`config.mk`:
```
export PLATFORM = sky130hd
export DESIGN_NAME = slf_formatter
export DESIGN_NICKNAME = d
export VERILOG_FILES = /design/src/slf_pkg.sv /design/src/slf_formatter.sv
export SDC_FILE = /design/constraint.sdc
export NUM_CORES = 1
export LEC_CHECK = 0
export ABC_AREA = 1
export BUFFER_PORTS_ARGS = -buffer_cell sky130_fd_sc_hd__buf_2
export CAP_MARGIN = 20
export CORE_MARGIN = 5
export CORE_UTILIZATION = 63
export DETAILED_ROUTE_END_ITERATION = 10
export PLACE_DENSITY = 0.85
export REMOVE_ABC_BUFFERS = 1
export SLEW_MARGIN = 40
export SYNTH_ARGS = -nofsm -noshare
export SYNTH_HDL_FRONTEND = slang
export SYNTH_SLANG_ARGS = --single-unit
```
`constraint.sdc`:
```
create_clock -name i_mclk -period 7.8 [get_ports i_mclk]
set_input_delay 1.17 -clock i_mclk [delete_from_list [all_inputs] [get_ports i_mclk]]
set_output_delay 1.17 -clock i_mclk [all_outputs]
set_load 0.005 [all_outputs]
```
`src/slf_pkg.sv`:
```
// shared constants and types for the sensor log record formatter
package slf_pkg;

  // register byte addresses
  localparam logic [7:0]  SLF_ADDR_CFG    = 8'h00;
  localparam logic [7:0]  SLF_ADDR_LIM_LO = 8'h04;
  localparam logic [7:0]  SLF_ADDR_LIM_HI = 8'h08;
  localparam logic [7:0]  SLF_ADDR_STATUS = 8'h0C;

  // config register layout: [7:6] ext enables, [5] battery, [4:3] limit sensor, [2:0] mode
  localparam int          SLF_CFG_W       = 8;
  localparam int          SLF_LIM_W       = 10;
  localparam logic [7:0]  SLF_CFG_RST     = 8'h00;
  localparam logic [9:0]  SLF_LIM_LO_RST  = 10'h000;
  localparam logic [9:0]  SLF_LIM_HI_RST  = 10'h3FF;

  // logging-mode codes
  localparam logic [2:0]  SLF_MODE_DENSE  = 3'h0;
  localparam logic [2:0]  SLF_MODE_OUT    = 3'h1;
  localparam logic [2:0]  SLF_MODE_RSV_A  = 3'h2;
  localparam logic [2:0]  SLF_MODE_CROSS  = 3'h3;
  localparam logic [2:0]  SLF_MODE_RSV_B  = 3'h4;
  localparam logic [2:0]  SLF_MODE_IRQ1   = 3'h5;
  localparam logic [2:0]  SLF_MODE_IRQ2   = 3'h6;
  localparam logic [2:0]  SLF_MODE_IRQ12  = 3'h7;

  // limit-check sensor codes
  localparam logic [1:0]  SLF_SEL_TEMP    = 2'h0;
  localparam logic [1:0]  SLF_SEL_EXTERNAL_SENSOR_ONE_INPUT    = 2'h1;
  localparam logic [1:0]  SLF_SEL_EXTERNAL_SENSOR_TWO_INPUT    = 2'h2;
  localparam logic [1:0]  SLF_SEL_BATT    = 2'h3;

  // crossing zones
  localparam logic [1:0]  SLF_ZONE_IN     = 2'h0;
  localparam logic [1:0]  SLF_ZONE_BELOW  = 2'h1;
  localparam logic [1:0]  SLF_ZONE_ABOVE  = 2'h2;

  localparam int          SLF_WORD_W      = 16;
  localparam int          SLF_FIFO_DEPTH  = 8;
  localparam logic [4:0]  SLF_PACK_RST    = 5'h00;
  localparam logic [5:0]  SLF_PACK_EMIT   = 6'h10;

  typedef struct packed {
    logic [1:0] ext_en;
    logic       batt_en;
    logic [1:0] limit_check_sensor_select;
    logic [2:0] mode;
  } slf_cfg_t;

  typedef struct packed {
    logic [9:0]  temp;
    logic [5:0]  batt;
    logic [4:0]  external_sensor_one_input_range;
    logic [9:0]  external_sensor_one_input_val;
    logic [4:0]  external_sensor_two_input_range;
    logic [9:0]  external_sensor_two_input_val;
    logic [31:0] rtc;
  } slf_sample_t;

  typedef enum logic {SLF_IDLE, SLF_EMIT} slf_state_t;

endpackage : slf_pkg

```
`src/slf_formatter.sv`:
```
// sensor log record formatter with its word fifo
module slf_fifo
  import slf_pkg::*;
#(
  parameter int WIDTH = SLF_WORD_W,
  parameter int DEPTH = SLF_FIFO_DEPTH
) (
  input  wire logic                       i_mclk,
  input  wire logic                       i_nrst,
  input  wire logic                       i_in_valid,
  input  wire logic [WIDTH-1:0]           i_in_data,
  output logic                            o_in_ready,
  output logic                            o_out_valid,
  output logic [WIDTH-1:0]                o_out_data,
  input  wire logic                       i_out_ready,
  output logic [$clog2(DEPTH):0]          o_level
);
  localparam int AW = $clog2(DEPTH);

  logic [WIDTH-1:0] mem [DEPTH];
  logic [AW:0]      wp;
  logic [AW:0]      rp;
  wire              full  = (wp[AW] != rp[AW]) && (wp[AW-1:0] == rp[AW-1:0]);
  wire              empty = (wp == rp);
  wire              push  = i_in_valid && !full;
  wire              pop   = i_out_ready && !empty;

  assign o_in_ready  = !full;
  assign o_out_valid = !empty;
  assign o_out_data  = mem[rp[AW-1:0]];
  assign o_level     = wp - rp;

  always_ff @(posedge i_mclk) begin
    if (push) begin
      mem[wp[AW-1:0]] <= i_in_data;
    end
  end

  always_ff @(posedge i_mclk) begin
    if (!i_nrst) begin
      wp <= '0;
      rp <= '0;
    end else begin
      if (push) begin
        wp <= wp + 1'b1;
      end
      if (pop) begin
        rp <= rp + 1'b1;
      end
    end
  end
endmodule : slf_fifo

// Contract
// - three-bit mode field picks storage format
// - mode 000 stores every value, no time
// - mode 001 stores out-of-limit values with number
// - mode 011 stores only limit crossings with number
// - limits checked only on selected sensor
// - modes 101/110/111 log on external interrupts
// - temperature-only dense packs eight results per five words
// - battery word: six-bit battery, ten-bit temperature
// - one external: range/value word before battery word
// - two externals: sensor one, two, then battery
// - both limit modes: sensor words then number
// - interrupt records end with clock high, low
// - interrupt modes ignore the limits
module slf_formatter
  import slf_pkg::*;
(
  input  wire logic        i_mclk,
  input  wire logic        i_nrst,
  input  wire logic [7:0]  i_addr,
  input  wire logic [31:0] i_wdata,
  input  wire logic        i_wr,
  input  wire logic        i_rd,
  output logic      [31:0] o_rdata,
  input  wire slf_sample_t i_meas,
  input  wire logic        i_meas_valid,
  output logic             o_meas_ready,
  input  wire logic        i_external_sensor_one_input,
  input  wire logic        i_external_sensor_two_input,
  output logic      [15:0] o_word,
  output logic             o_word_valid,
  input  wire logic        i_word_ready
);
  slf_cfg_t    cfg;
  slf_cfg_t    rec_cfg;
  logic [9:0]  lim_lo;
  logic [9:0]  lim_hi;
  slf_sample_t rec;
  logic [15:0] meas_cnt;
  logic [15:0] rec_num;
  slf_state_t  state;
  slf_state_t  next_state;
  logic [2:0]  idx;
  logic [2:0]  nwords;
  logic [31:0] acc;
  logic [4:0]  nbits;
  logic [1:0]  zone;
  logic [1:0]  irq_s1;
  logic [1:0]  irq_s2;
  logic [1:0]  irq_s3;
  logic [1:0]  pend;
  // register decode
  wire cfg_wr    = i_wr && (i_addr == SLF_ADDR_CFG);
  wire lo_wr     = i_wr && (i_addr == SLF_ADDR_LIM_LO);
  wire hi_wr     = i_wr && (i_addr == SLF_ADDR_LIM_HI);
  // sample decisions taken on the live input at acceptance
  wire accept    = i_meas_valid && o_meas_ready;
  wire is_dense  = (cfg.mode == SLF_MODE_DENSE);
  wire is_limit  = (cfg.mode == SLF_MODE_OUT) || (cfg.mode == SLF_MODE_CROSS);
  wire temp_only = is_dense && !cfg.batt_en && (cfg.ext_en == 2'h0);

  logic [9:0] sel_val;
  always_comb begin
    unique case (cfg.limit_check_sensor_select)
      SLF_SEL_TEMP: sel_val = i_meas.temp;
      SLF_SEL_EXTERNAL_SENSOR_ONE_INPUT: sel_val = i_meas.external_sensor_one_input_val;
      SLF_SEL_EXTERNAL_SENSOR_TWO_INPUT: sel_val = i_meas.external_sensor_two_input_val;
      SLF_SEL_BATT: sel_val = {4'h0, i_meas.batt};
    endcase
  end

  wire       below    = sel_val < lim_lo;
  wire       above    = sel_val > lim_hi;
  wire [1:0] new_zone = below ? SLF_ZONE_BELOW : (above ? SLF_ZONE_ABOVE : SLF_ZONE_IN);

  // interrupt sources enabled by the mode; the limits play no part here
  wire [1:0] irq_mask = (cfg.mode == SLF_MODE_IRQ1)  ? 2'h1 :
                        (cfg.mode == SLF_MODE_IRQ2)  ? 2'h2 :
                        (cfg.mode == SLF_MODE_IRQ12) ? 2'h3 : 2'h0;
  wire       irq_hit  = |(pend & irq_mask);
  wire [1:0] irq_rise = irq_s2 & ~irq_s3;

  logic store;
  always_comb begin
    unique case (cfg.mode)
      SLF_MODE_DENSE: store = 1'b1;
      SLF_MODE_OUT:   store = below || above;
      SLF_MODE_CROSS: store = (new_zone != zone);
      SLF_MODE_IRQ1,
      SLF_MODE_IRQ2,
      SLF_MODE_IRQ12: store = irq_hit;
      default:        store = 1'b0; // reserved codes log nothing
    endcase
  end
  // word count of a record: ext words, battery word, tail
  wire [2:0] n_ext  = {2'h0, cfg.ext_en[0]} + {2'h0, cfg.ext_en[1]};
  wire [2:0] n_tail = is_limit ? 3'h1 : (is_dense ? 3'h0 : 3'h2);
  wire [2:0] n_rec  = n_ext + 3'h1 + n_tail;
  // dense temperature packing, msb first into a bit accumulator
  wire [31:0] acc_ins  = acc | ({i_meas.temp, 22'h0} >> nbits);
  wire [5:0]  pack_tot = {1'b0, nbits} + 6'h0A;
  wire        pack_out = pack_tot >= SLF_PACK_EMIT;
  // word selection during emission
  wire [2:0]  r_ext   = {2'h0, rec_cfg.ext_en[0]} + {2'h0, rec_cfg.ext_en[1]};
  wire        r_dense = (rec_cfg.mode == SLF_MODE_DENSE);
  wire        r_pack  = r_dense && !rec_cfg.batt_en && (rec_cfg.ext_en == 2'h0);
  wire        r_limit = (rec_cfg.mode == SLF_MODE_OUT) || (rec_cfg.mode == SLF_MODE_CROSS);
  wire        ext_tag = !r_dense;
  wire [15:0] w_external_sensor_one_input  = {ext_tag, rec.external_sensor_one_input_range, rec.external_sensor_one_input_val};
  wire [15:0] w_external_sensor_two_input  = {ext_tag, rec.external_sensor_two_input_range, rec.external_sensor_two_input_val};
  wire [15:0] w_bt    = {rec.batt, rec.temp};

  logic [15:0] word;
  always_comb begin
    if (r_pack) begin
      word = acc[31:16];
    end else if (idx < r_ext) begin
      word = ((idx == 3'h0) && rec_cfg.ext_en[0]) ? w_external_sensor_one_input : w_external_sensor_two_input;
    end else if (idx == r_ext) begin
      word = w_bt;
    end else if (r_limit) begin
      word = rec_num;
    end else if (idx == r_ext + 3'h1) begin
      word = rec.rtc[31:16];
    end else begin
      word = rec.rtc[15:0];
    end
  end

  // fifo between formatter and memory writer
  wire        f_in_valid = (state == SLF_EMIT);
  logic       f_in_ready;
  logic       f_out_valid;
  logic [15:0] f_out_data;
  logic [3:0] f_level;
  wire        out_take   = !o_word_valid || i_word_ready;
  wire        push       = f_in_valid && f_in_ready;
  wire        last       = push && (idx == nwords - 3'h1);

  slf_fifo #(
    .WIDTH (SLF_WORD_W),
    .DEPTH (SLF_FIFO_DEPTH)
  ) u_fifo (
    .i_mclk      (i_mclk),
    .i_nrst      (i_nrst),
    .i_in_valid  (f_in_valid),
    .i_in_data   (word),
    .o_in_ready  (f_in_ready),
    .o_out_valid (f_out_valid),
    .o_out_data  (f_out_data),
    .i_out_ready (out_take),
    .o_level     (f_level)
  );

  always_comb begin
    next_state = state;
    unique case (state)
      SLF_IDLE: begin
        if (accept && (temp_only ? pack_out : store)) begin
          next_state = SLF_EMIT;
        end
      end
      SLF_EMIT: begin
        if (last) begin
          next_state = SLF_IDLE;
        end
      end
    endcase
  end

  // configuration registers; a config write restarts packing and crossing history
  always_ff @(posedge i_mclk) begin
    if (!i_nrst) begin
      cfg    <= SLF_CFG_RST;
      lim_lo <= SLF_LIM_LO_RST;
      lim_hi <= SLF_LIM_HI_RST;
    end else begin
      if (cfg_wr) begin
        cfg <= i_wdata[SLF_CFG_W-1:0];
      end
      if (lo_wr) begin
        lim_lo <= i_wdata[SLF_LIM_W-1:0];
      end
      if (hi_wr) begin
        lim_hi <= i_wdata[SLF_LIM_W-1:0];
      end
    end
  end

  // interrupt pins: two-stage sync, then an edge register
  always_ff @(posedge i_mclk) begin
    if (!i_nrst) begin
      irq_s1 <= 2'h0;
      irq_s2 <= 2'h0;
      irq_s3 <= 2'h0;
      pend   <= 2'h0;
    end else begin
      irq_s1 <= {i_external_sensor_two_input, i_external_sensor_one_input};
      irq_s2 <= irq_s1;
      irq_s3 <= irq_s2;
      // a new edge wins over the clear of the record that consumes it
      pend   <= ((accept && irq_hit) ? 2'h0 : pend) | (irq_rise & irq_mask);
    end
  end

  always_ff @(posedge i_mclk) begin
    if (!i_nrst) begin
      state        <= SLF_IDLE;
      o_meas_ready <= 1'b1;
      meas_cnt     <= 16'h0000;
      rec_num      <= 16'h0000;
      rec          <= '0;
      rec_cfg      <= SLF_CFG_RST;
      idx          <= 3'h0;
      nwords       <= 3'h0;
      acc          <= 32'h0000_0000;
      nbits        <= SLF_PACK_RST;
      zone         <= SLF_ZONE_IN;
    end else begin
      state        <= next_state;
      o_meas_ready <= (next_state == SLF_IDLE);
      if (accept) begin
        meas_cnt <= meas_cnt + 16'h0001;
        rec_num  <= meas_cnt;
        rec      <= i_meas;
        rec_cfg  <= cfg;
        idx      <= 3'h0;
        nwords   <= temp_only ? 3'h1 : n_rec;
        if (cfg.mode == SLF_MODE_CROSS) begin
          zone <= new_zone;
        end
        if (temp_only) begin
          acc   <= acc_ins;
          nbits <= pack_tot[4:0];
        end
      end else if (push) begin
        idx <= idx + 3'h1;
        if (r_pack) begin
          acc   <= {acc[15:0], 16'h0000};
          nbits <= nbits - 5'h10;
        end
      end
      if (cfg_wr) begin
        acc   <= 32'h0000_0000;
        nbits <= SLF_PACK_RST;
        zone  <= SLF_ZONE_IN;
      end
    end
  end

  // registered output stage so the writer sees flop outputs
  always_ff @(posedge i_mclk) begin
    if (!i_nrst) begin
      o_word_valid <= 1'b0;
      o_word       <= 16'h0000;
    end else if (out_take) begin
      o_word_valid <= f_out_valid;
      o_word       <= f_out_data;
    end
  end

  // register reads: data only in the cycle after the strobe
  logic [31:0] rd_mux;
  always_comb begin
    unique case (i_addr)
      SLF_ADDR_CFG:    rd_mux = {24'h0, cfg};
      SLF_ADDR_LIM_LO: rd_mux = {22'h0, lim_lo};
      SLF_ADDR_LIM_HI: rd_mux = {22'h0, lim_hi};
      SLF_ADDR_STATUS: rd_mux = {9'h0, pend, (state == SLF_EMIT), f_level, meas_cnt};
      default:         rd_mux = 32'h0000_0000;
    endcase
  end

  always_ff @(posedge i_mclk) begin
    if (!i_nrst) begin
      o_rdata <= 32'h0000_0000;
    end else begin
      o_rdata <= i_rd ? rd_mux : 32'h0000_0000;
    end
  end
endmodule : slf_formatter

```
## Word level (Yosys, flattened, before mapping)

Memory sizes are Yosys's and may differ from the RTL's. A register that Yosys moved wholly into a read port is not among the register bits.
Cells that the tools add are included.

- Register bits: 240
- Bits in writable memories: 128
- Input port bits: 126
- Word-level logic and storage cells: 156
- Memories: 1

Memories:

| memory | depth | bits a word | rd ports | clocked after Yosys merged registers in | wr ports | line | text |
|---|---|---|---|---|---|---|---|
| u_fifo.mem | 8 | 16 | 1 | 1 | 1 | slf_formatter.sv:20 | `logic [WIDTH-1:0] mem [DEPTH];` |

- Add/subtract/negate cells: 13
- Order comparisons: 4
- Equality and inequality tests: 21
- Shifts and indexed selects: 1
- Mux-type cells: 32
- Bitwise operators: 9
- Reductions and logical operators: 42

Operators by type and width:

| operator | count |
|---|---|
| two-way mux 32 bit | 4 |
| one-hot mux 23 bit (4 select lines) | 1 |
| two-way mux 16 bit | 5 |
| one-hot mux 10 bit (4 select lines) | 1 |
| bitwise OR 32 bit | 1 |
| right shift 32 x 5 -> 32 bit | 1 |
| two-way mux 5 bit | 4 |
| adder 16 x 1 -> 16 bit (second input constant) | 1 |
| == test 8 x 4 -> 1 bit (second input constant) | 2 |
| two-way mux 2 bit | 8 |
| logical AND 1 bit | 15 |
| two-way mux 15 bit | 1 |
| > comparator 10 bit | 1 |
| less-than comparator 10 bit | 1 |
| == test 3 bit | 3 |
| == test 3 bit (second input constant) | 3 |
| logical NOT 3 bit | 3 |
| adder 4 x 1 -> 4 bit (second input constant) | 2 |
| == test 8 x 3 -> 1 bit (second input constant) | 1 |
| logical NOT 8 bit | 1 |
| logical NOT 1 bit | 7 |
| adder 2 x 1 -> 3 bit (second input constant) | 2 |
| adder 5 x 4 -> 6 bit (second input constant) | 1 |
| AND 2 bit | 3 |
| other kinds (31) | 50 |

## Depth between registers and ports, before layout

Gate-level depths: netlist of the first run.

- Depth after elaboration: 12
- Gate-level depth with buffers: 23
- Mapped depth without buffers: 22

## By module

Synthesis of the first run repeated with hierarchy kept, for this count alone.

- Cell total of the unflattened synthesis: 2020
- Area total of the unflattened synthesis: 16926.2 um^2

By module, submodules not included:

| module | instances | cells each | area an instance (um^2) |
|---|---|---|---|
| slf_formatter | 1 | 1530 | 11144.4 |
| slf_fifo | 1 | 490 | 5781.8 |

## Worst setup path after synthesis of the first run

No wires, ideal clock.

- Path type: register to register
- Start: register u_fifo.rp[2]
- End: memory u_fifo.mem[6][0] (netlist name), enable pin
- Setup time: 0.409 ns
- Arrival time: 2.840 ns
- Data required time: 7.391 ns
- Slack: 4.551 ns
- Cell stages (with the launch flop): 10
- Cells stage by stage: dfxtp_1 -> clkbuf_1 -> inv_1 -> clkbuf_1 -> ha_1 -> nand2_1 -> nor2_1 -> a21oi_4 -> nand2_1 -> nor3_1

- Word-level cells in the longest chain between the ends: 6

RTL lines:

| item | line | text |
|---|---|---|
| start: declaration | slf_formatter.sv:22 | `logic [AW:0] rp;` |
| start signal: assignment | slf_formatter.sv:48 | `rp <= rp + 1'b1;` |
| == test 3 bit | slf_formatter.sv:23 | `wire full = (wp[AW] != rp[AW]) && (wp[AW-1:0] == rp[AW-1:0]);` |
| logical AND 1 bit | slf_formatter.sv:23 |  |
| logical NOT 1 bit | slf_formatter.sv:25 | `wire push = i_in_valid && !full;` |
| logical AND 1 bit | slf_formatter.sv:25 |  |
| two-way mux 1 bit | slf_formatter.sv:34 | `if (push) begin` |
| two-way mux 1 bit (not written as such) | slf_formatter.sv:35 | `mem[wp[AW-1:0]] <= i_in_data;` |
| end: declaration | slf_formatter.sv:20 |  |

No other way between the ends.

## Worst setup path in the final report of the first run

- Start: register rec_cfg[6] (netlist name)
- End: memory u_fifo.mem[5][6] (netlist name), data pin

- Word-level cells in the longest chain between the ends: 8

RTL lines:

| item | line | text |
|---|---|---|
| start: declaration | slf_formatter.sv:88 | `slf_cfg_t rec_cfg;` |
| start signal: assignment | slf_formatter.sv:279 | `rec_cfg <= cfg;` |
| adder 1 x 1 -> 2 bit | slf_formatter.sv:157 | `wire [2:0] r_ext = {2'h0, rec_cfg.ext_en[0]} + {2'h0, rec_cfg.ext_en[1]};` |
| adder 2 x 1 -> 3 bit | slf_formatter.sv:176 | `end else if (idx == r_ext + 3'h1) begin` |
| == test 3 bit | slf_formatter.sv:176 |  |
| two-way mux 16 bit | slf_formatter.sv:176 |  |
| two-way mux 16 bit | slf_formatter.sv:174 | `end else if (r_limit) begin` |
| two-way mux 16 bit | slf_formatter.sv:172 | `end else if (idx == r_ext) begin` |
| two-way mux 16 bit | slf_formatter.sv:170 | `end else if (idx < r_ext) begin` |
| two-way mux 16 bit * | slf_formatter.sv:168 | `if (r_pack) begin` |
| net u_fifo.i_in_data[6] | slf_formatter.sv:11 | `input wire logic [WIDTH-1:0] i_in_data,` |

The timed path passes the listed nets; every way through them passes the cells marked *.

==> metrics.yaml, run 1 <==
count_of_flip_flops_with_a_built_in_enable_after_synthesis: 128
port-buffer-count: 144
clock_group_share_of_total_power_pct: 34.0
floorplan.die.width_um: 172
yosys_warnings: 0
place_area_um2: 17400
crit_path_max_cell_delay_ns: 0.74
crit_buf_inv: 2
chipHeight_um: 172
clk_transition_reported_paths_ns: 0.06
layout_min_cycle_time_ns: 3.95
numCtsBuffers: 38
cp_max_fo: 16
critical_path_type: "reg2reg"
routedWlPerCell_um: 18.8
stdcell_area_um2: 18600
fin_total_pwr_w: 0.00526
syn2layout_area_growth_pct: 12.7
cts_num_sinks: 374
synthesized_cell_area_um2: 16500
report.final.slew_viol_count: 0
routed_via_density: 6.00
fp-row-count: 59
cts-resized-gates: 0
drtIter0Drc: 1669
finalCoreUtilization_pct: 71.7
cts_hold_repair.buffers: 0
timing.final.setup_violations: 0
p_sw_share_pct: 31.1
worst_setup_path_end_kind: "flip-flop"
slew_headroom_pct: 42.3
cp-start-kind: "flip-flop"
dieArea_um2: 29500
synth_cells: 1950
core-area_um2: 25900
grt_pass1_vias: 13700
fill_cells: 1919
final_layout_size_suffix_gt1_share_pct: 12.6
yosys_most_used_dff: "sky130_fd_sc_hd__dfxtp_1"
dr_total_vias: 14400
drtPass1Iterations: 6
crit_path_cell_trace: "inv_1, ha_1, ha_1, nor2_1, buf_4, nand3_1, nor2_1, o311ai_0, o211ai_1, a21oi_1"
post-dp-hpwl_mm: 29.7
peak_supply_drop_v: 0.000282
grt_antenna_before_repair: 0
placed_cells: 2335
antenna-diode-count: 0
share_seq_of_total_power_pct: 44.0
worst_ep_required_time_ns: 8.01
power_per_cell_area_nw_per_um2: 283
max_cap_violations: 0
report.final.hold_viol_count: 0
grt_pass1_wl_mm: 70.5
share_comb_of_total_power_pct: 22.0
detail_route.wirelength_mm: 45.1
arrival_ns: 4.16
cts_tree: "done"
worstMarginPinSlew_ns: 0.855
grt_start_max_net_pins: 110
async_reset_ff_share_pct: 0
ys_seq_area_share_pct: 53.2
clk_latency_ns: 0.52
post-cts-setup-buffers: 0
gp_routability_congestion: 0.943
cts.path.max_buffers: 3
tns_ns: 0
synth_area_per_cell_um2: 8.46
power.leakage_nw: 7.55
clock-root-buffer: "sky130_fd_sc_hd__clkbuf_16"
finalNonFillerCells: 2402
power.switching_w: 0.00163
ys_seq_elements: 374
final.period_utilization_pct: 50.7
antenna_violating_nets_post_route: 0
max_freq_ghz: 0.253
min-delay-path-class: "reg2reg"
gr_ovfl_total: 0
top_level_ports: 176
critical_path.slowest_cell: "sky130_fd_sc_hd__o311ai_0"
intPower_w: 0.00362
timing.critical_path.max_delay_family: "compound AO/OA/AOI/OAI gates"
initial_core_utilization_pct: 63.6
ctsHtreeMaxLevel: 2
post-route-drc-count: 0
clock_skew_ns: 0.0119
outcome: "complete, no violations"
setup_repair_after_global_routing_missed_its_margin: "false"
yosysUniqueCellTypes: 60
number_of_nets_in_the_finished_design: 2205
groute.usage.overall_pct: 29.9
[worst paths after layout]
path,startpoint,to,slack [ns],cells past startpoint
max,rec_cfg[6],u_fifo.mem[5][6],3.85,10
min reg2reg,irq_s1[0],irq_s2[0],0.41,2
min,irq_s1[0],irq_s2[0],0.41,2
max reg2reg,rec_cfg[6],u_fifo.mem[5][6],3.85,10
[tightest hold or removal path, delay by kind of cell, from the launching register on]
family	cells	cell delay, ns
flops	1	0.30
simple gates	1	0.04
buf+inv	1	0.04
[cells by family after synthesis]
group                    Yosys count  share of synthesized area, %
buffers and inverters            289                          6.92
AO/OA/AOI/OAI                    534                          18.7
flip-flops                       374                          53.2
other                              1                        0.0227
adder cells (fa/ha/maj)           39                          3.05
AND/OR/NAND/NOR                  704                          17.6
XOR/XNOR                           6                         0.364
multiplexers                       3                         0.182
[cell usage in the layout, fill, tap and decap left out, types with 7 or more instances in the layout]
master and instances:
sky130_fd_sc_hd__nor2_1 298, sky130_fd_sc_hd__nand2_1 295, sky130_fd_sc_hd__dfxtp_1 245, sky130_fd_sc_hd__o21ai_0 215, sky130_fd_sc_hd__inv_1 158, sky130_fd_sc_hd__a21oi_1 153, sky130_fd_sc_hd__buf_2 143, sky130_fd_sc_hd__edfxtp_1 128
sky130_fd_sc_hd__nand3_1 56, sky130_fd_sc_hd__o22ai_1 40, sky130_fd_sc_hd__clkbuf_16 40, sky130_fd_sc_hd__ha_1 37, sky130_fd_sc_hd__o211ai_1 36, sky130_fd_sc_hd__a31oi_1 22, sky130_fd_sc_hd__inv_2 14, sky130_fd_sc_hd__nor3_1 12
sky130_fd_sc_hd__a211oi_1 10, sky130_fd_sc_hd__nand4_1 9, sky130_fd_sc_hd__conb_1 9, sky130_fd_sc_hd__clkbuf_1 9, sky130_fd_sc_hd__buf_4 9, sky130_fd_sc_hd__o311ai_0 8, sky130_fd_sc_hd__nor2_4 8, sky130_fd_sc_hd__clkinv_2 8
sky130_fd_sc_hd__a32o_1 8, sky130_fd_sc_hd__clkbuf_8 8, sky130_fd_sc_hd__o311ai_1 7
[layer usage]
layer	global-route usage (%)	wire length [µm]	vias up
met5	0	0	-
met4	11.1	1610	0
met3	6.32	4430	118
met2	49.5	21400	759
met1	39.1	17700	6711
li1	-	-	6819
[area by class of cell]
| type | count | area (µm²) | area share, % |
|---|---|---|---|
| clock buffers | 57 | 1140 | 6.16 |
| clock inverters | 10 | 77.6 | 0.417 |
| inverters | 174 | 657 | 3.53 |
| multi-input cells | 1295 | 6680 | 35.9 |
| flip-flops and latches | 374 | 8770 | 47.2 |
| well taps | 335 | 419 | 2.26 |
| repair buffers | 157 | 840 | 4.52 |
[sequential cells by signal, summed over array words and instances (netlist names), 3 cells and up]
| name | flops |
|---|---|
| u_fifo.wp | 4 |
| nbits | 4 |
| lim_lo | 10 |
| u_fifo.rp | 4 |
| nwords | 3 |
| meas_cnt | 16 |
| idx | 3 |
| o_rdata | 23 |
| rec_cfg | 6 |
| o_word | 16 |
| lim_hi | 10 |
| u_fifo.mem | 128 |
| rec | 78 |
| acc | 32 |
| cfg | 8 |
| rec_num | 16 |
[power by group through the flow]
| stage | clock network, W | logic (W) | registers [W] |
|---|---|---|---|
| 2_1_floorplan | 0 | 0.000688 | 0.00237 |
| 4_1_cts | 0.00180 | 0.00113 | 0.00231 |
| 3_5_place_dp | 0 | 0.00112 | 0.00235 |
| 5_1_grt | 0.00188 | 0.00127 | 0.00232 |
| 3_3_place_gp | 0 | 0.00107 | 0.00234 |
| 6_report | 0.00179 | 0.00116 | 0.00231 |
[cell usage after synthesis, drive strengths merged, types with 2 or more instances]
cell    number  area share, %
a22oi        6           0.27
o221ai       6           0.32
a21oi      154            4.7
buf         22           0.83
nor3        15           0.55
ha          37            2.8
o32ai        3           0.16
o21ai      215            6.5
a211oi      10           0.46
nand4        9           0.34
edfxtp     128             23
a32o         8           0.49
o211ai      36            1.6
o311ai      15           0.80
o31ai        3           0.14
nor2       310            7.2
a311oi       6           0.32
clkbuf      93            2.1
nand2      298            6.8
fa           2           0.24
xor2         5           0.31
inv        173            3.9
nor4         8           0.56
or2          4           0.15
nor3b        2          0.091
mux2i        3           0.18
dfxtp      246             30
o22ai       40            1.5
a221oi       2           0.11
a31oi       22           0.83
nand3       56            1.7
[through the flow]
| stage | hold slack (ns) | worst slack [ns] |
|---|---|---|
| after floorplan | 0.390 | 2.03 |
| after global placement | 0.392 | 3.58 |
| after detailed placement | 0.396 | 3.46 |
| after CTS | 0.409 | 3.91 |
| after global routing | 0.427 | 3.79 |
| final | 0.408 | 3.85 |
Power figures use the tool's default switching activity.
==> inputs of run 2 (changes only) <==
Settings changed: CORE_UTILIZATION 63 to 59, PLACE_DENSITY 0.85 to 0.8.
Clock period 7.8 ns to 3.8 ns, I/O delays scaled along.
==> run 2 against run 1 <==
Against the previous run: fmax up 16%; clock power rose by 110%; highest routed layer unchanged; largest power group unchanged; sequential cell count unchanged.
==> metrics.yaml, run 2 (same netlist as run 1, synthesis figures left out) <==
outcome: "complete, no violations"
clock-root-buffer: "sky130_fd_sc_hd__clkbuf_16"
chipHeight_um: 177  # +3.1%
cts_num_sinks: 374  # unchanged
layout_min_cycle_time_ns: 3.40  # -0.557 ns
power_per_cell_area_nw_per_um2: 578  # +100%
report.final.hold_viol_count: 0  # unchanged
timing.critical_path.max_delay_family: "compound AO/OA/AOI/OAI gates"
cp-start-kind: "flip-flop"
max_cap_violations: 0  # unchanged
setup_repair_after_global_routing_missed_its_margin: "false"
antenna_violating_nets_post_route: 0  # unchanged
syn2layout_area_growth_pct: 13.8
max_freq_ghz: 0.294  # +16%
top_level_ports: 176  # unchanged
peak_supply_drop_v: 0.000283  # +0.55%
final_layout_size_suffix_gt1_share_pct: 13.2  # +0.60 points
place_area_um2: 17500  # +0.76%
power.leakage_nw: 7.66  # +1.4%
crit_path_start: "rec_cfg[6]"
dieArea_um2: 31400  # +6.4%
critical_path.slowest_cell: "sky130_fd_sc_hd__o311ai_0"
crit_path_cell_trace: "inv_1, ha_1, nand2_1, xor2_2, buf_4, nand3_1, nor2_1, o311ai_0, o211ai_1, a22oi_1"
report.final.slew_viol_count: 0  # unchanged
clock_skew_ns: 0.0147  # +0.00276 ns
routed_via_density: 5.83  # -2.8%
cts_tree: "done"
numCtsBuffers: 38  # unchanged
drtIter0Drc: 1667  # -0.12%
groute.usage.overall_pct: 28.1  # -1.8 points
regArea_um2: 8770  # unchanged
fill_cells: 2188  # +14%
routedWlPerCell_um: 18.4  # -2.2%
post-cts-setup-buffers: 0  # unchanged
worst_ep_required_time_ns: 4.03  # -3.98 ns
dr_total_vias: 14400  # -0.23%
gr_ovfl_total: 0  # unchanged
detail_route.wirelength_mm: 45.3  # +0.41%
critical_path_type: "reg2reg"
core-area_um2: 27700  # +6.9%
grt_start_max_net_pins: 105  # -4.5%
clk_transition_reported_paths_ns: 0.06  # about the same
grt_pass1_vias: 13300  # -2.3%
floorplan.die.width_um: 177  # +3.1%
port-buffer-count: 144  # unchanged
cts.path.max_buffers: 3  # unchanged
cts_hold_repair.buffers: 0  # unchanged
worst_setup_path_end_kind: "flip-flop"
layout.cells.most_common: "sky130_fd_sc_hd__nor2_1"
stdcell_area_um2: 18800  # +1.0%
post-route-drc-count: 0  # unchanged
cts-resized-gates: 0  # unchanged
slew_headroom_pct: 47.0  # +4.7 points
post-dp-hpwl_mm: 30.4  # +2.3%
fp-row-count: 61  # +3.4%
flip_flop_count_of_the_largest_register_all_copies_and_words_added: 128  # unchanged
clk_latency_ns: 0.52  # about the same
number_of_nets_in_the_finished_design: 2224  # +0.86%
crit_buf_inv: 2  # unchanged
ctsHtreeMaxLevel: 2  # unchanged
antenna-diode-count: 0  # unchanged
initial_core_utilization_pct: 59.5  # -4.1 points
layout.cells.most_common_list: "sky130_fd_sc_hd__nor2_1, sky130_fd_sc_hd__nand2_1, sky130_fd_sc_hd__dfxtp_1"
worst_r2r_startpoint: "rec_cfg[6]"
timing.final.setup_violations: 0  # unchanged
gp_routability_congestion: 0.952  # +0.97%
worstMarginPinSlew_ns: 0.794  # -0.0608 ns
grt_antenna_before_repair: 0  # unchanged
crit_path_max_cell_delay_ns: 0.65  # -0.09 ns
arrival_ns: 3.63  # -0.53 ns
grt_pass1_wl_mm: 70.4  # -0.25%
holdCritStartpoint: "i_external_sensor_two_input"
drtPass1Iterations: 6  # unchanged
min-delay-path-class: "in2reg"
cp_max_fo: 17  # +1
final.period_utilization_pct: 89.4  # +39 points
multi_input_area_um2: 6620  # -0.79%
fin_total_pwr_w: 0.0109  # +110%
[run 2: cell count changes in the layout (fill, tap and decap cells not counted), moves of 2 or more]
cell	change
sky130_fd_sc_hd__buf_6	-5
sky130_fd_sc_hd__nor2_1	+7
sky130_fd_sc_hd__clkbuf_8	-3
sky130_fd_sc_hd__clkinv_2	+2
sky130_fd_sc_hd__buf_4	+22
sky130_fd_sc_hd__nor2_4	-7
sky130_fd_sc_hd__buf_12	+2
sky130_fd_sc_hd__bufinv_16	+2
[run 2: area by class of cell]
| class | instances | share of cell area [%] |
|---|---|---|
| Clock buffer | 53 | 5.86 |
| Clock inverter | 15 | 0.860 |
| Inverter | 174 | 3.50 |
| Multi-Input combinational cell | 1295 | 35.3 |
| Sequential cell | 374 | 46.7 |
| Tap cell | 378 | 2.52 |
| Timing Repair Buffer | 176 | 5.27 |
[run 2: worst reg2reg max path, cell delays in order, from the launching register on]
cell and delay, ns:
sky130_fd_sc_hd__dfxtp_1 0.37, sky130_fd_sc_hd__inv_1 0.10, sky130_fd_sc_hd__ha_1 0.32, sky130_fd_sc_hd__nand2_1 0.09
sky130_fd_sc_hd__xor2_2 0.14, sky130_fd_sc_hd__buf_4 0.20, sky130_fd_sc_hd__nand3_1 0.41, sky130_fd_sc_hd__nor2_1 0.08
sky130_fd_sc_hd__o311ai_0 0.65, sky130_fd_sc_hd__o211ai_1 0.18, sky130_fd_sc_hd__a22oi_1 0.56
[run 2: per-stage QoR]
step                setup slack, ns  util (%)  hold slack (ns)  TNS, ns  cells
detailed placement            0.533      63.1            0.401        0   2396
global route                  0.204      67.8            0.229        0   2465
global placement              0.624      63.1            0.394        0   2396
CTS                           0.493      67.7            0.220        0   2464
finish                        0.402      67.8            0.231        0   2465
floorplan                     -1.37         -            0.390   -74.07   1843
[run 2: per-layer routing]
metal,wire length (µm),global-route usage (%)
met1,17700,37.4
met3,4220,3.80
met4,1740,10.2
met5,0,0
met2,21600,47.4
[run 2: power by group]
part	switching, W	internal [W]	total, W
Combinational	0.00162	0.000737	0.00235
Sequential	0.000175	0.00457	0.00475
Clock	0.00151	0.00223	0.00375
Total	0.00331	0.00754	0.0109
[run 2: worst paths after layout]
check	end	slack, ns	depth (start not counted)
setup / recovery	u_fifo.mem[4][5]	0.40	10
hold / removal	irq_s1[1]	0.23	3
setup reg to reg	u_fifo.mem[4][5]	0.40	10
hold reg to reg	irq_s2[1]	0.41	2
==> inputs of run 3 (changes only) <==
Settings changed: CAP_MARGIN 20 to default, CORE_UTILIZATION 59 to 25, PLACE_DENSITY 0.8 to default.
==> run 3 against run 2 <==
Against the previous run: count of clock-buffer cells in the layout shrank 2; global-route usage decreased by 14 points; sequential cell count stayed put; cell area is 3.5% higher; combinational power is 4% higher; largest cell class unchanged.
==> metrics.yaml, run 3 (same netlist as run 1, synthesis figures left out) <==
report.final.slew_viol_count: 0  # unchanged
clk_latency_ns: 0.56  # +0.04 ns
slew_headroom_pct: 44.6  # -2.3 points
critical_path_type: "reg2reg"
share_seq_of_total_power_pct: 43.2  # -0.6 points
setup_repair_after_global_routing_missed_its_margin: "false"
routed_via_density: 4.69  # -20%
layout.cells.most_common_list: "sky130_fd_sc_hd__nor2_1, sky130_fd_sc_hd__nand2_1, sky130_fd_sc_hd__dfxtp_1"
top_level_ports: 176  # unchanged
worst_ep_required_time_ns: 4.03  # about the same
flip_flop_count_of_the_largest_register_all_copies_and_words_added: 128  # unchanged
worst_setup_path_end_kind: "flip-flop"
cts.path.max_buffers: 3  # unchanged
crit_buf_inv: 2  # unchanged
drtPass1Iterations: 5  # -1
crit_path_cell_trace: "inv_1, ha_1, ha_1, nor2_1, nand3_1, buf_4, nor2_1, o311ai_1, o211ai_1, a21oi_1"
post-cts-setup-buffers: 0  # unchanged
core-area_um2: 65600  # +140%
grt_pass1_wl_mm: 77.3  # +9.9%
max_cap_violations: 0  # unchanged
timing.final.setup_violations: 0  # unchanged
cts_num_sinks: 374  # unchanged
regToRegEndpoint: "u_fifo.mem[3][7]"
regArea_um2: 8770  # unchanged
peak_supply_drop_v: 0.000283  # about the same
grt_antenna_before_repair: 0  # unchanged
cts_tree: "done"
clock_skew_ns: 0.0355  # +0.0208 ns
grt_pass1_vias: 13200  # -1.0%
groute.usage.overall_pct: 13.8  # -14 points
routedWlPerCell_um: 17.1  # -6.7%
final_layout_size_suffix_gt1_share_pct: 13.4  # +0.13 points
report.final.hold_viol_count: 0  # unchanged
max_freq_ghz: 0.309  # +5.1%
multi_input_area_um2: 6620  # about the same
met2RoutedLength_mm: 22.5  # +4.4%
placed_cells: 2892  # +21%
layout.cells.most_common: "sky130_fd_sc_hd__nor2_1"
timing.critical_path.max_delay_family: "compound AO/OA/AOI/OAI gates"
place_area_um2: 18200  # +3.9%
power_per_cell_area_nw_per_um2: 567  # -1.8%
ff2ff_setup_slack_ns: 0.57  # +0.16 ns
cts_hold_repair.buffers: 0  # unchanged
arrival_ns: 3.46  # -0.17 ns
gr_ovfl_total: 0  # unchanged
clock_group_share_of_total_power_pct: 34.7  # +0.2 points
floorplan.die.width_um: 267  # +51%
layout_min_cycle_time_ns: 3.23  # -0.164 ns
antenna_violating_nets_post_route: 0  # unchanged
initial_core_utilization_pct: 25.1  # -34 points
stdcell_area_um2: 19400  # +3.5%
outcome: "complete, no violations"
syn2layout_area_growth_pct: 17.9
final.period_utilization_pct: 85.1  # -4.3 points
cp_max_fo: 10  # -7
port-buffer-count: 144  # unchanged
drtIter0Drc: 1086  # -35%
post-route-drc-count: 0  # unchanged
finalWorstSetupSlack_ns: 0.567  # +0.164 ns
antenna-diode-count: 0  # unchanged
crit_path_max_cell_delay_ns: 0.64  # about the same
clk_transition_reported_paths_ns: 0.06  # about the same
power.switching_w: 0.00345  # +4.4%
dieArea_um2: 71200  # +130%
share_comb_of_total_power_pct: 22.1  # +0.4 points
dr_total_vias: 13900  # -3.3%
hold_slack_ns: 0.234  # +0.00382 ns
power.leakage_nw: 7.67  # +0.24%
critical_path.slowest_cell: "sky130_fd_sc_hd__a21oi_1"
top_layer_used: "met4"
cts-resized-gates: 0  # unchanged
finalNonFillerCells: 2960  # +20%
number_of_nets_in_the_finished_design: 2234  # +0.45%
fp-row-count: 94  # +54%
p_sw_share_pct: 31.3  # +0.83 points
gp_routability_congestion: 0.888  # -6.7%
worst_r2r_startpoint: "rec_cfg[6]"
clock-root-buffer: "sky130_fd_sc_hd__clkbuf_16"
numCtsBuffers: 39  # +2.6%
critical_path_cell_count: 10  # unchanged
rr_worst_depth: 10  # unchanged
ctsHtreeMaxLevel: 2  # unchanged
fill_cells: 7010  # +220%
worst_hold_path.endpoint: "irq_s1[1]"
post-place-ws_ns: 0.603  # +0.0700 ns
met1_length_mm: 23.2  # +31%
grt_start_max_net_pins: 102  # -2.9%
worstMarginPinSlew_ns: 0.820  # +0.0256 ns
post-dp-hpwl_mm: 35.3  # +16%
met3_wirelength_mm: 3.79  # -10%
holdCritStartpoint: "i_external_sensor_two_input"
cp-start-kind: "flip-flop"
detail_route.wirelength_mm: 50.7  # +12%
min_delay_path_depth: 3  # unchanged
intPower_w: 0.00758  # +0.44%
min-delay-path-class: "in2reg"
chipHeight_um: 267  # +51%
[run 3: cell count changes in the layout (fill, tap and decap cells not counted), sizes merged]
cell      delta
buf          +9
clkinv       -3
clkinvlp     +3
clkbuf       -2
bufinv       +1
inv          +1
[run 3: power groups by stage]
stage	Combinational, W	Sequential (W)	Clock, W
after detailed placement	0.00244	0.00485	0
after global routing	0.00276	0.00480	0.00407
after global placement	0.00242	0.00484	0
after floorplan	0.00141	0.00487	0
after CTS	0.00245	0.00476	0.00392
final	0.00244	0.00476	0.00383
[run 3: worst reg2reg max path: stages, from the launching register on]
cell and delay, ns:
sky130_fd_sc_hd__dfxtp_1 0.36, sky130_fd_sc_hd__inv_1 0.09, sky130_fd_sc_hd__ha_1 0.33, sky130_fd_sc_hd__ha_1 0.30
sky130_fd_sc_hd__nor2_1 0.06, sky130_fd_sc_hd__nand3_1 0.33, sky130_fd_sc_hd__buf_4 0.24, sky130_fd_sc_hd__nor2_1 0.05
sky130_fd_sc_hd__o311ai_1 0.38, sky130_fd_sc_hd__o211ai_1 0.16, sky130_fd_sc_hd__a21oi_1 0.65
[run 3: worst max-delay path by stage]
stage | from | end | slack, ns
detailed placement | rec_cfg[6] | u_fifo.mem[0][4] | 0.60
floorplan | i_meas_valid | meas_cnt[13] | -1.37
global route | rec_cfg[6] | u_fifo.mem[4][4] | 0.20
finish | rec_cfg[6] | u_fifo.mem[3][7] | 0.57
global placement | rec_cfg[6] | u_fifo.mem[1][4] | 0.62
CTS | rec_cfg[6] | u_fifo.mem[0][4] | 0.61
[run 3: layout make-up]
class                      instances  area share [%]
timing repair buffer             185            5.39
clock inverter                    17            1.01
tap                              864            5.56
clock buffer                      51            5.46
sequential                       374            45.1
inverter                         174            3.38
multi-input combinational       1295            34.1
[run 3: per-layer routing]
| metal | GRT usage [%] | vias to the layer above |
|---|---|---|
| met2 | 21.5 | 470 |
| met3 | 2.97 | 76 |
| met4 | 3.75 | 0 |
| met1 | 19.4 | 6445 |
| met5 | 0 | - |
| li1 | - | 6903 |
[run 3: stage by stage]
| stage | TNS [ns] | power, W | util, % |
|---|---|---|---|
| final | 0 | 0.0110 | 29.6 |
| after global routing | 0 | 0.0116 | 29.6 |
| after CTS | 0 | 0.0111 | 29.6 |
| after detailed placement | 0 | 0.00729 | 27.7 |
| after global placement | 0 | 0.00726 | 27.7 |
| after floorplan | -74.07 | 0.00628 | - |
